**src/hpim_pkg.sv**
```systemverilog
// Constants shared by both ends of the host interrupt mask link.
// Assumes a single 250 MHz system clock on both ends.
`default_nettype none
package hpim_pkg;
  // ----------------------------------------
  // Command codes on the processor bus
  // ----------------------------------------
  localparam logic [7:0] HPIM_CMD_STATUS_RD = 8'h24;
  localparam logic [7:0] HPIM_CMD_STATUS_WR = 8'ha4;
  localparam logic [7:0] HPIM_CMD_ENABLE_RD = 8'h25;
  localparam logic [7:0] HPIM_CMD_ENABLE_WR = 8'ha5;
  localparam logic [7:0] HPIM_CMD_HWSETUP_RD = 8'h20;
  localparam logic [7:0] HPIM_CMD_HWSETUP_WR = 8'ha0;
  localparam logic [7:0] HPIM_CMD_HOSTCTL_WR = 8'h81;
  // ----------------------------------------
  // Field layout
  // ----------------------------------------
  localparam int HPIM_W = 16;
  localparam int HPIM_EV_W = 7;
  localparam int HPIM_BIT_FRAME = 0;
  localparam int HPIM_BIT_ASYNC = 1;
  localparam int HPIM_BIT_XFER_END = 2;
  localparam int HPIM_BIT_OPREG = 4;
  localparam int HPIM_BIT_SUSP = 5;
  localparam int HPIM_BIT_CLKRDY = 6;
  localparam int HPIM_BIT_GIE = 0;
  localparam int HPIM_BIT_SUSP_REQ = 0;
  localparam logic [6:0] HPIM_EV_VALID = 7'h77;
  localparam logic [15:0] HPIM_RST_ENABLE = 16'h0000;
  localparam logic [15:0] HPIM_RST_STATUS = 16'h0000;
  localparam logic [15:0] HPIM_RST_HWSETUP = 16'h0000;
  // ----------------------------------------
  // Timing
  // ----------------------------------------
  localparam int HPIM_CLK_MHZ = 250;
  localparam int HPIM_CLKRDY_MAX_US = 1000;
  localparam int HPIM_CLKRDY_CYC = HPIM_CLKRDY_MAX_US * HPIM_CLK_MHZ;
  localparam int HPIM_CNT_W = 18;
  // ----------------------------------------
  // Controller software port offsets
  // ----------------------------------------
  localparam logic [3:0] HPIM_SW_CMD = 4'h0;
  localparam logic [3:0] HPIM_SW_WDATA = 4'h1;
  localparam logic [3:0] HPIM_SW_RDATA = 4'h2;
  localparam logic [3:0] HPIM_SW_STAT = 4'h3;
  typedef enum {HPIM_IDLE, HPIM_WAIT} hpim_state_e;
endpackage
`default_nettype wire
```
**src/hpim_if.sv**
```systemverilog
// Processor bus between host driver and interrupt block.
// Assumes both ends share i_clk; the bench drives the clock.
`timescale 1ns/1ns
`default_nettype none
interface hpim_if;
  logic cmd_valid;
  logic [7:0] cmd_code;
  logic [15:0] wdata;
  logic rvalid;
  logic [15:0] rdata;
  logic host_irq_pin;
  modport device (input cmd_valid, input cmd_code, input wdata,
                  output rvalid, output rdata, output host_irq_pin);
  modport driver (output cmd_valid, output cmd_code, output wdata,
                  input rvalid, input rdata, input host_irq_pin);
endinterface
`default_nettype wire

```
**src/hpim_device.sv**
```systemverilog
// Interrupt status, enable and request logic of the host side.
// Assumes event inputs come from same-clock logic, except the external end pin.
// What this block does
// - Async list data ready sets status bit 1
// - Driver reads fill status before async data
// - Frame mark sets status bit 0
// - Driver reads fill status before iso data
// - Enable register read 25h, written A5h
// - Enable bits 6:0 match status bits
// - Pin needs status, enable and global enable
// - Enable bits reset to zero
// - Writing one unmasks the event
// - Enable bit 6 gates clock ready
// - Bit 5 gates suspend; suspend stops frames
// - Driver suspends via host control write
// - Enable bit 4 gates operational register event
// - Enable bit 2 gates end of transfer
// - Enable bit 1 gates async list event
// - Driver accesses DMA setup before iso DMA
// - Status cleared only by writing one
// - Internal or external end sets bit 2
// - Clock ready within 1 ms of wake-up
`timescale 1ns/1ns
`default_nettype none
module hpim_device
  import hpim_pkg::*;
#(
  parameter int CLKRDY_CYC = HPIM_CLKRDY_CYC
) (
  input wire logic i_clk,
  input wire logic i_sys_rst,
  hpim_if.device bus,
  input wire logic i_async_list_event,
  input wire logic i_frame_mark,
  input wire logic i_int_xfer_end,
  input wire logic i_ext_xfer_end,
  input wire logic i_operational_reg_event,
  input wire logic i_all_ports_suspended,
  input wire logic i_wakeup,
  output logic o_suspended,
  output logic o_sof_enable
);
  // ----------------------------------------
  // State
  // ----------------------------------------
  logic [6:0] status_q, status_d;
  logic [6:0] enable_q, enable_d;
  logic gie_q, gie_d;
  logic susp_req_q, susp_req_d;
  logic susp_q, susp_d;
  logic wake_q, wake_d;
  logic [HPIM_CNT_W-1:0] cnt_q, cnt_d;
  logic rvalid_q, rvalid_d;
  logic [15:0] rdata_q, rdata_d;
  logic irq_q, irq_d;
  logic [6:0] set_ev;
  logic wr_status, wr_enable, wr_hw, wr_hctl;
  logic clk_ready;
  logic [2:0] xend_sync_q, xend_sync_d;
  logic xend_lvl_q, xend_lvl_d;
  logic xend_rise;

  function automatic logic hit(input logic [7:0] code, input logic [7:0] want);
    hit = code == want;
  endfunction

  // ----------------------------------------
  // External end-of-transfer filter
  // ----------------------------------------
  // Edge counts only once the last two stages agree, so glitches drop out
  always_comb begin
    xend_sync_d = {xend_sync_q[1:0], i_ext_xfer_end};
    xend_lvl_d = xend_lvl_q;
    xend_rise = 1'b0;
    if (xend_sync_q[2] == xend_sync_q[1]) begin
      xend_lvl_d = xend_sync_q[2];
      xend_rise = xend_sync_q[2] && !xend_lvl_q;
    end
  end

  always_ff @(posedge i_clk) begin
    if (i_sys_rst) begin
      xend_sync_q <= '0;
      xend_lvl_q <= 1'b0;
    end else begin
      xend_sync_q <= xend_sync_d;
      xend_lvl_q <= xend_lvl_d;
    end
  end

  // ----------------------------------------
  // Next state
  // ----------------------------------------
  always_comb begin
    wr_status = bus.cmd_valid && hit(bus.cmd_code, HPIM_CMD_STATUS_WR);
    wr_enable = bus.cmd_valid && hit(bus.cmd_code, HPIM_CMD_ENABLE_WR);
    wr_hw = bus.cmd_valid && hit(bus.cmd_code, HPIM_CMD_HWSETUP_WR);
    wr_hctl = bus.cmd_valid && hit(bus.cmd_code, HPIM_CMD_HOSTCTL_WR);
    clk_ready = wake_q && (cnt_q == HPIM_CNT_W'(CLKRDY_CYC - 1));
    set_ev = '0;
    set_ev[HPIM_BIT_ASYNC] = i_async_list_event;
    set_ev[HPIM_BIT_FRAME] = i_frame_mark && !susp_q;
    set_ev[HPIM_BIT_XFER_END] = i_int_xfer_end || xend_rise;
    set_ev[HPIM_BIT_OPREG] = i_operational_reg_event;
    set_ev[HPIM_BIT_SUSP] = !susp_q && susp_req_q && i_all_ports_suspended;
    set_ev[HPIM_BIT_CLKRDY] = clk_ready;
    // Set wins over a clear in the same cycle
    status_d = status_q;
    if (wr_status) begin
      status_d = status_q & ~bus.wdata[6:0];
    end
    status_d = (status_d | set_ev) & HPIM_EV_VALID;
    enable_d = enable_q;
    if (wr_enable) begin
      enable_d = bus.wdata[6:0] & HPIM_EV_VALID;
    end
    gie_d = wr_hw ? bus.wdata[HPIM_BIT_GIE] : gie_q;
    susp_req_d = wr_hctl ? bus.wdata[HPIM_BIT_SUSP_REQ] : susp_req_q;
    susp_d = susp_q;
    if (set_ev[HPIM_BIT_SUSP]) begin
      susp_d = 1'b1;
    end else if (i_wakeup || (wr_hctl && !bus.wdata[HPIM_BIT_SUSP_REQ])) begin
      susp_d = 1'b0;
    end
    wake_d = wake_q;
    cnt_d = cnt_q;
    if (i_wakeup && susp_q) begin
      wake_d = 1'b1;
      cnt_d = '0;
    end else if (clk_ready) begin
      wake_d = 1'b0;
    end else if (wake_q) begin
      cnt_d = cnt_q + 1'b1;
    end
    // Uses next values so the pin changes in the same cycle as status, with no lag
    irq_d = gie_d && |(status_d & enable_d);
  end

  // ----------------------------------------
  // Read answer
  // ----------------------------------------
  always_comb begin
    rvalid_d = 1'b0;
    rdata_d = '0;
    if (bus.cmd_valid) begin
      case (bus.cmd_code)
        HPIM_CMD_STATUS_RD: begin
          rvalid_d = 1'b1;
          rdata_d = {9'h000, status_q};
        end
        HPIM_CMD_ENABLE_RD: begin
          rvalid_d = 1'b1;
          rdata_d = {9'h000, enable_q};
        end
        HPIM_CMD_HWSETUP_RD: begin
          rvalid_d = 1'b1;
          rdata_d = {15'h0000, gie_q};
        end
        default: begin
          rvalid_d = 1'b0;
        end
      endcase
    end
  end

  // ----------------------------------------
  // Registers
  // ----------------------------------------
  always_ff @(posedge i_clk) begin
    if (i_sys_rst) begin
      status_q <= HPIM_RST_STATUS[6:0];
      enable_q <= HPIM_RST_ENABLE[6:0];
      gie_q <= HPIM_RST_HWSETUP[HPIM_BIT_GIE];
      susp_req_q <= 1'b0;
      susp_q <= 1'b0;
      wake_q <= 1'b0;
      cnt_q <= '0;
      irq_q <= 1'b0;
      o_suspended <= 1'b0;
      o_sof_enable <= 1'b1;
    end else begin
      status_q <= status_d;
      enable_q <= enable_d;
      gie_q <= gie_d;
      susp_req_q <= susp_req_d;
      susp_q <= susp_d;
      wake_q <= wake_d;
      cnt_q <= cnt_d;
      irq_q <= irq_d;
      o_suspended <= susp_d;
      o_sof_enable <= !susp_d;
    end
  end

  always_ff @(posedge i_clk) begin
    if (i_sys_rst) begin
      rvalid_q <= 1'b0;
      rdata_q <= '0;
    end else begin
      rvalid_q <= rvalid_d;
      rdata_q <= rdata_d;
    end
  end

  assign bus.rvalid = rvalid_q;
  assign bus.rdata = rdata_q;
  assign bus.host_irq_pin = irq_q;
endmodule // hpim_device
`default_nettype wire

```
**src/flat_wrapper.sv**
```systemverilog
// flat-port wrapper written by rule: the top's interface ports become plain ports
module hpim_device_flat import hpim_pkg::*;
#(
  parameter int CLKRDY_CYC = HPIM_CLKRDY_CYC
)
  (i_clk, i_sys_rst, i_async_list_event, i_frame_mark, i_int_xfer_end, i_ext_xfer_end, i_operational_reg_event, i_all_ports_suspended, i_wakeup, o_suspended, o_sof_enable, bus_cmd_valid, bus_cmd_code, bus_wdata, bus_rvalid, bus_rdata, bus_host_irq_pin);
  hpim_if bus_i ();
  input wire logic i_clk;
  input wire logic i_sys_rst;
  input wire logic i_async_list_event;
  input wire logic i_frame_mark;
  input wire logic i_int_xfer_end;
  input wire logic i_ext_xfer_end;
  input wire logic i_operational_reg_event;
  input wire logic i_all_ports_suspended;
  input wire logic i_wakeup;
  output logic o_suspended;
  output logic o_sof_enable;
  input wire logic [$bits(bus_i.cmd_valid)-1:0] bus_cmd_valid;
  input wire logic [$bits(bus_i.cmd_code)-1:0] bus_cmd_code;
  input wire logic [$bits(bus_i.wdata)-1:0] bus_wdata;
  output wire logic [$bits(bus_i.rvalid)-1:0] bus_rvalid;
  output wire logic [$bits(bus_i.rdata)-1:0] bus_rdata;
  output wire logic [$bits(bus_i.host_irq_pin)-1:0] bus_host_irq_pin;
  assign bus_i.cmd_valid = bus_cmd_valid;
  assign bus_i.cmd_code = bus_cmd_code;
  assign bus_i.wdata = bus_wdata;
  assign bus_rvalid = bus_i.rvalid;
  assign bus_rdata = bus_i.rdata;
  assign bus_host_irq_pin = bus_i.host_irq_pin;
  hpim_device #(.CLKRDY_CYC(CLKRDY_CYC)) u_core (.i_clk(i_clk), .i_sys_rst(i_sys_rst), .bus(bus_i), .i_async_list_event(i_async_list_event), .i_frame_mark(i_frame_mark), .i_int_xfer_end(i_int_xfer_end), .i_ext_xfer_end(i_ext_xfer_end), .i_operational_reg_event(i_operational_reg_event), .i_all_ports_suspended(i_all_ports_suspended), .i_wakeup(i_wakeup), .o_suspended(o_suspended), .o_sof_enable(o_sof_enable));
endmodule
```
**config.mk**
```make
export PLATFORM = sky130hd
export DESIGN_NAME = hpim_device_flat
export DESIGN_NICKNAME = d
export VERILOG_FILES = /design/src/hpim_pkg.sv /design/src/hpim_if.sv /design/src/hpim_device.sv /design/src/flat_wrapper.sv
export SDC_FILE = /design/constraint.sdc
export NUM_CORES = 1
export LEC_CHECK = 0
export ABC_AREA = 1
export BUFFER_PORTS_ARGS = -buffer_cell sky130_fd_sc_hd__buf_2
export CORE_ASPECT_RATIO = 0.7
export CORE_UTILIZATION = 30
export DETAILED_ROUTE_END_ITERATION = 16
export PLACE_DENSITY = 0.54
export SLEW_MARGIN = 20
export SYNTH_ARGS = -nofsm -noshare
export SYNTH_HDL_FRONTEND = slang
export SYNTH_SLANG_ARGS = --single-unit
```
**constraint.sdc**
```tcl
create_clock -name i_clk -period 2.85 [get_ports i_clk]
set_input_delay 0.7125 -clock i_clk [delete_from_list [all_inputs] [get_ports i_clk]]
set_output_delay 0.7125 -clock i_clk [all_outputs]
set_load 0.005 [all_outputs]
```
After elaboration in Yosys (flattened, before gate mapping). Index checks and enable logic that the tools add are counted.

Input bits: 34. Output and inout bits: 20. Logic and storage cells: 64. Bits in registers: 59.

$add $sub $neg: 1. Bitwise operators: 6. Reduce and logical (&&, ||, !) cells: 24. Eq/ne operators: 9. Multiplexer cells: 10.

Operator list (number): == test 8 bit, second input constant (4); == test 8 x 6 -> 1 bit, second input constant (3); case mux 7 bit (3 select lines) (1); adder 18 x 1 -> 18 bit, second input constant (1); == test 18 bit, second input constant (1); AND 7 bit (2); 2-to-1 mux 7 bit (2); logical AND 1 bit (12); 2-to-1 mux 1 bit (7); NOT 7 bit (1); bitwise OR 7 bit (1); OR reduction 7 bit (1); zero test 1 bit (4); OR reduction 2 bit (2); OR reduction 3 bit (1); logical OR 1 bit (2); NOT 1 bit (2); AND reduction 2 bit (1); nonzero test 2 bit (1); == test 1 bit (1).

Logic depth before layout (Yosys ltp). Gate-level depths: netlist of the first run.

Depth in word-level cells: 8. Gate-level depth with buffers: 11. Depth with buffers taken out: 11.

Least setup slack after synthesis of the first run. No wires, ideal clock.

Kind: in2reg. Start: in bus_cmd_code[1]. End: reg u_core.irq_q (netlist: u_core.bus.host_irq_pin). Slack: 1.130 ns. Setup time: 0.124 ns. Path buffers: 0. Stages on the path: 10. Data required time: 2.726 ns. Arrival time: 1.596 ns. Cells stage by stage: inv_1 nand2_1 nor2_2 nand2_4 nand2_1 nand2_1 nand2_1 nand2_1 nor2_1 a21oi_1.

Cells in the longest elaborated chain, start to end: 7. Elaborated cells between the ends (all ways): 13. Those cells by class: eq/ne: 3; mux: 3; bitwise: 2; reduce/logical: 5.

Ends and longest elaborated chain: from (decl) (RTL line flat_wrapper.sv:20) `input wire logic [$bits(bus_i.cmd_code)-1:0] bus_cmd_code;`; == test 8 bit (RTL line hpim_device.sv:64) `hit = code == want;`; logical AND 1 bit (RTL line hpim_device.sv:95) `wr_status = bus.cmd_valid && hit(bus.cmd_code, HPIM_CMD_STATUS_WR);`; 2-to-1 mux 7 bit (RTL line hpim_device.sv:109) `if (wr_status) begin`; bitwise OR 7 bit (RTL line hpim_device.sv:112) `status_d = (status_d | set_ev) & HPIM_EV_VALID;`; AND 7 bit (RTL line hpim_device.sv:136) `irq_d = gie_d && |(status_d & enable_d);`; OR reduction 7 bit (RTL line hpim_device.sv:136); logical AND 1 bit (*) (RTL line hpim_device.sv:136); to (signal assigned) (RTL line hpim_device.sv:189) `irq_q <= irq_d;`; to (decl) (RTL line hpim_device.sv:55) `logic irq_q, irq_d;`.

Mark *: on every way between the ends. The rest lies on a longest branch, timed or not. A chain may end at the register's enable or synchronous reset.

Worst setup path in the final report of the first run.
Start: reg u_core.cnt_q[0]. End: reg u_core.cnt_q[11].

Cells in the longest elaborated chain, start to end: 4. Elaborated cells between the ends (all ways): 5. Those cells by class: add/sub: 1; eq/ne: 1; bitwise: 1; reduce/logical: 2.

Ends and longest elaborated chain: from (decl) (RTL line hpim_device.sv:52) `logic [HPIM_CNT_W-1:0] cnt_q, cnt_d;`; from (signal assigned) (RTL line hpim_device.sv:188) `cnt_q <= cnt_d;`; parallel branches: the longest is 4 deep, another holds adder 18 x 1 -> 18 bit.

Parallel ways; which one is timed is not known.

==> metrics.cfg, run 1 <==
[final_layout]
nets = 412
areaGrowthSynthToFinish_pct = 13.1
filler_cell_count = 807
multi_input_area_um2 = 1170
drive_gt1_frac = 0.153
n_antenna_cell = 0
register_area_um2 = 941
final_area_um2 = 2660
fin_cells = 476

[critical_path]
regToRegStartpoint = u_core.cnt_q[0]
crit_path_start = u_core.cnt_q[0]
worst-path-max-fanout = 17
r2r_end = u_core.cnt_q[11]
cp_data_required_time_ps = 3080
start_kind = flip-flop
timing_worst_setup_path_type = flip-flop to flip-flop
r2r_cells = 11
timing.critical_path.to = u_core.cnt_q[11]
crit_path_end_kind = flip-flop
cp.arrival_ps = 2130
r2r_slack_ps = 950

[timing]
finClkSkew_ps = 5.98
hold_viol_final = 0
period_minus_slack_ps = 1900
finalMaxSlewViolations = 0
fmaxAchievable_mhz = 527
setup_viol = 0
period_share = 0.666
setup_slack_ps = 952
worst_pin_slew_ps = 561
max_slew_margin = 0.626
setup_tns_ps = 0
rsz0062_at_grt = false

[power_and_ir_drop]
leakage_uw = 0.00107
power_uw = 1130
irDropWorstVdd_v = 0.000222
p_per_area_nw_per_um2 = 425

[clock_tree]
cts_htree_levels = 2
cts_max_path_buffers = 2
clk_pin_slew_ps = 90
cts_tree = yes
clkSinkCount = 47
cts_made_buffers = 5
hold_buffers = 0
cts_setup_buffers = 0
worstSkewPairLatency_ps = 290
root_buffer = clkbuf_8
cts_resized = 0

[global_routing]
grt_max_degree = 19
grt_pass1_vias = 1954
antenna_found_initial = 0
grt_pass1_wl_um = 9220
grtUsageTotal = 0.140
grt-ovfl-total = 0

[synth]
synth_enable_flop_cells = 0
netlist_top_cells_count = nand2_1, dfxtp_1, a21oi_1, inv_1, nand3_1
netlist_area_um2 = 2350
yosys.area.top_type_share = 0.400
synth_top_cell_by_area = dfxtp_1
syn_avg_cell_area_um2 = 6.87
synth_area_leaders = dfxtp_1, nand2_1, a21oi_1, nand3_1, inv_1
synth_cells = 342
synthMostInstantiatedCell = nand2_1
synth-seq-area-share = 0.400
yosys_warnings = 0
synth_flop_cell = dfxtp_1
ys_types = 33
ys_async_sr_fraction = 0
ys_ff_latch = 47

[floorplan]
start_util = 0.316
rows = 26
core_um2 = 7450
die_w_um = 108
die_h_um = 76.1
die_area_um2 = 8200
ios = 54

[worst_hold_path]
min_from = u_core.xend_sync_q[0]
hold_path.class = flip-flop to flip-flop

[placed_design]
dpl-instance-area_um2 = 2570
gp_congestion = 0.835
dp_cells = 468
dp_slack_ps = 713
numPortBuffers = 33
dp_hpwl_um = 4110

[routing]
routedWlPerCell_um = 11.2
drc = 0
drt_iter0_drc = 107
detail_route.wirelength_um = 5340
vias = 2181
firstDrtPassIters = 4
ant_nets = 0
via_per_inst = 4.58

[job]
maxCapViolCount = 0

[outcome]
status = complete, no violations

-- report_power, final --
part,switching [µW],leakage (µW),internal [µW],total [µW]
Clock,229,0.0000412,172,401
Combinational,40.7,0.000653,22.4,63.1
Sequential,3.16,0.000380,662,665
Total,272,0.00107,857,1130
-- critical path, stage by stage (launching register included) --
cell and delay [ps]:
dfxtp_1 430, ha_1 200, nand2_1 130, nor2_4 190, nand2_2 70, nor2_2 150, nand2_2 80, nand2_4 180
inv_4 130, nand2_1 100, o21ai_0 80, a21oi_1 110
-- flip-flops by register name, summed over array words and instances (netlist names) --
| name | cells |
|---|---|
| u_core.xend_sync_q | 3 |
| u_core.o_sof_enable | 1 |
| u_core.status_q | 6 |
| u_core.bus.rvalid | 1 |
| u_core.cnt_q | 18 |
| u_core.bus.host_irq_pin | 1 |
| u_core.xend_lvl_q | 1 |
| u_core.o_suspended | 1 |
| u_core.wake_q | 1 |
| u_core.gie_q | 1 |
| u_core.enable_q | 6 |
| u_core.susp_req_q | 1 |
| u_core.bus.rdata | 6 |
-- per-stage QoR --
step                utilization  hold slack, ps
finish                    0.357             404
CTS                       0.357             408
floorplan                     -             388
global placement          0.345             394
global route              0.357             426
detailed placement        0.345             396
-- cells by family (layout without fill, tap and decap cells) --
family | after synthesis | after routing | share of synthesized area
AO/OA/AOI/OAI | 53 | 53 | 0.119
adder cells (fa/ha/maj) | 1 | 1 | 0.00532
AND/OR/NAND/NOR | 177 | 177 | 0.333
flip-flops | 47 | 47 | 0.400
other | 1 | 10 | 0.00160
buffers and inverters | 56 | 83 | 0.115
XOR/XNOR | 7 | 7 | 0.0261
-- worst min path at each step --
| stage | slack, ps | cells after the start | endpoint |
|---|---|---|---|
| after floorplan | 390 | 2 | u_core.xend_sync_q[1] |
| after global placement | 390 | 2 | u_core.xend_sync_q[1] |
| after detailed placement | 400 | 2 | u_core.xend_sync_q[1] |
| after CTS | 410 | 2 | u_core.xend_sync_q[1] |
| after global routing | 430 | 2 | u_core.xend_sync_q[1] |
| final | 400 | 2 | u_core.xend_sync_q[1] |
-- layout by cell type, fill, tap and decap left out, drive strengths merged --
cell,instances
a21oi,37
a31oi,2
buf,36
clkbuf,6
clkinv,1
clkinvlp,1
conb,10
dfxtp,47
ha,1
inv,39
nand2,97
nand3,32
nand3b,2
nand4,4
nor2,33
nor3,5
nor3b,2
nor4,1
o211ai,2
o21ai,12
or2,1
xnor2,4
xor2,3
-- cell type report --
| type | count | share of cell area |
|---|---|---|
| clock inverters | 2 | 0.00471 |
| flip-flops and latches | 47 | 0.354 |
| clock buffers | 6 | 0.0273 |
| inverters | 39 | 0.0560 |
| multi-input cells | 248 | 0.441 |
| repair buffers | 36 | 0.0706 |
| well taps | 98 | 0.0461 |
-- routing by layer --
metal | wire length [µm] | part of all wire | GRT usage
met1 | 3130 | 0.59 | 0.227
met2 | 1930 | 0.36 | 0.185
met4 | 23 | 0.0043 | 0.0288
met5 | 0 | 0 | 0
met3 | 258 | 0.048 | 0.0282
Note: power is estimated with default switching activity, not from simulation.
==> run 2, diff against run 1 <==
Settings changed: PLACE_DENSITY 0.54 to 0.56.
Clock period 2.85 ns to 1.6 ns, I/O delays scaled along.
==> metrics.cfg, run 2 (synthesized netlist as in run 1, its figures left out) <==
[final_layout]
nets = 439  ; +6.6%
final_common_cell = nand2_1
multi_input_area_um2 = 1230  ; +5.1%
n_antenna_cell = 0  ; unchanged
areaGrowthSynthToFinish_pct = 27.0
filler_cell_count = 794  ; -1.6%
largest_reg_flops = 18  ; unchanged
mostFrequentLayoutCells = nand2_1, dfxtp_1, inv_1, a21oi_1, buf_2
drive_gt1_frac = 0.240  ; +0.0861
register_area_um2 = 943  ; +0.27%
regMostFlops = u_core.cnt_q
final_area_um2 = 2990  ; +12%

[floorplan]
start_util = 0.316  ; unchanged
die_w_um = 108  ; unchanged
die_h_um = 76.1  ; unchanged
die_area_um2 = 8200  ; unchanged
ios = 54  ; unchanged
rows = 26  ; unchanged
core_um2 = 7450  ; unchanged

[routing]
drc = 0  ; unchanged
firstDrtPassIters = 5  ; +1
ant_nets = 0  ; unchanged
detail_route.wirelength_um = 5800  ; +8.7%
via_per_inst = 4.55  ; -0.64%
routedWlPerCell_um = 11.5  ; +2.8%
vias = 2290  ; +5.0%
drt_iter0_drc = 142  ; +33%

[critical_path]
critPathMaxStageDelay_ps = 340  ; -90 ps
r2r_cells = 10  ; -1
crit_path_end_kind = flip-flop
cp.arrival_ps = 1770  ; -360 ps
worst-path-max-fanout = 7  ; -10
timing_worst_setup_path_type = flip-flop to flip-flop
cp_data_required_time_ps = 1830  ; -1250 ps
r2r_slack_ps = 60  ; -890 ps
worstPathCellList = ha_4 > nand2_4 > nor2_4 > nand2_2 > nor2_4 > nand2_4 > nand2_8 > buf_4 > or2_2 > a21oi_1
start_kind = flip-flop
cp_slowest_cell = dfxtp_2

[clock_tree]
cts_max_path_buffers = 2  ; unchanged
worstSkewPairLatency_ps = 300  ; about the same
cts_htree_levels = 2  ; unchanged
cts_made_buffers = 5  ; unchanged
clk_pin_slew_ps = 80  ; about the same
cts_tree = yes
hold_buffers = 0  ; unchanged
root_buffer = clkbuf_8
clkSinkCount = 47  ; unchanged

[placed_design]
dp_hpwl_um = 4340  ; +5.8%
numPortBuffers = 33  ; unchanged
dpl-instance-area_um2 = 2740  ; +6.5%
dp_slack_ps = -79.4  ; -793 ps
gp_congestion = 0.831  ; -0.50%

[job]
maxCapViolCount = 0  ; unchanged

[power_and_ir_drop]
leakage_uw = 0.00127  ; +18%
irDropWorstVdd_v = 0.000354  ; +60%
p_per_area_nw_per_um2 = 672  ; +58%

[timing]
period_share = 0.962  ; +0.296
period_minus_slack_ps = 1540  ; -358 ps
finClkSkew_ps = 5.66  ; -0.321 ps
finalMaxSlewViolations = 0  ; unchanged
fmaxAchievable_mhz = 650  ; +23%
hold_viol_final = 0  ; unchanged
rsz0062_at_grt = true
setup_slack_ps = 60.4  ; -892 ps
setup_viol = 0  ; unchanged

[global_routing]
grt_pass1_wl_um = 9320  ; +1.1%
antenna_found_initial = 0  ; unchanged
grt_pass1_vias = 1949  ; -0.26%
grt-ovfl-total = 0  ; unchanged
grt_max_degree = 18  ; -1
grtUsageTotal = 0.144  ; +0.00391

[outcome]
status = complete, no violations

[worst_hold_path]
hold_path.class = input port to flip-flop
holdPathStages = 3  ; +1

run 2: report_power, final:
| group | total (µW) | internal [µW] | leakage (µW) | switching, µW |
|---|---|---|---|---|
| Clock | 694 | 300 | 0.0000477 | 394 |
| Combinational | 128 | 51.9 | 0.000838 | 76.4 |
| Sequential | 1190 | 1180 | 0.000381 | 5.78 |
run 2: worst paths after layout:
path,start,to
min,i_ext_xfer_end,u_core.xend_sync_q[0]
max,u_core.cnt_q[1],u_core.cnt_q[0]
max reg2reg,u_core.cnt_q[1],u_core.cnt_q[0]
min reg2reg,u_core.xend_sync_q[0],u_core.xend_sync_q[1]
run 2: through the flow:
stage / utilization / total power, µW / hold WS [ps] / setup TNS, ps / cells
floorplan: - / 1290 / 388 / 0 / 351
global placement: 0.368 / 1340 / 396 / -27.1 / 487
global route: 0.401 / 2120 / 340 / -330 / 503
finish: 0.401 / 2010 / 305 / 0 / 503
detailed placement: 0.368 / 1340 / 397 / -93.2 / 487
CTS: 0.380 / 2040 / 300 / 0 / 495
run 2: layer usage:
metal  GRT usage  share of wire  vias to the layer above  wire (µm)
met5           0              0                        -          0
met4      0.0411          0.011                        0         64
met3      0.0308          0.078                        7        452
met2       0.187           0.39                       87       2270
met1       0.230           0.52                      994       3010
li1            -              -                     1202          -
run 2: timing repair:
action / in CTS / in global routing
setup buffers: 0 / 7
endpoints found under the setup margin: 3 / 19
gates resized for setup: 1 / 24
gates cloned: 0 / 1
pin swaps: 0 / 6
run 2: area by class of cell:
cell class              count  share of cell area
repair inverters            1             0.00293
clock inverters             3             0.00503
multi-input cells         248               0.413
well taps                  98              0.0411
flip-flops and latches     47               0.316
inverters                  39              0.0532
clock buffers               5              0.0230
repair buffers             62               0.146
run 2: critical path, delay by kind of cell, from the launching register on:
kind                     cells  cell delay [ps]
AND/OR/NAND/NOR              7              670
buffers and inverters        1              170
flip-flops                   1              340
AO/OA/AOI/OAI                1              110
adder cells (fa/ha/maj)      1              160
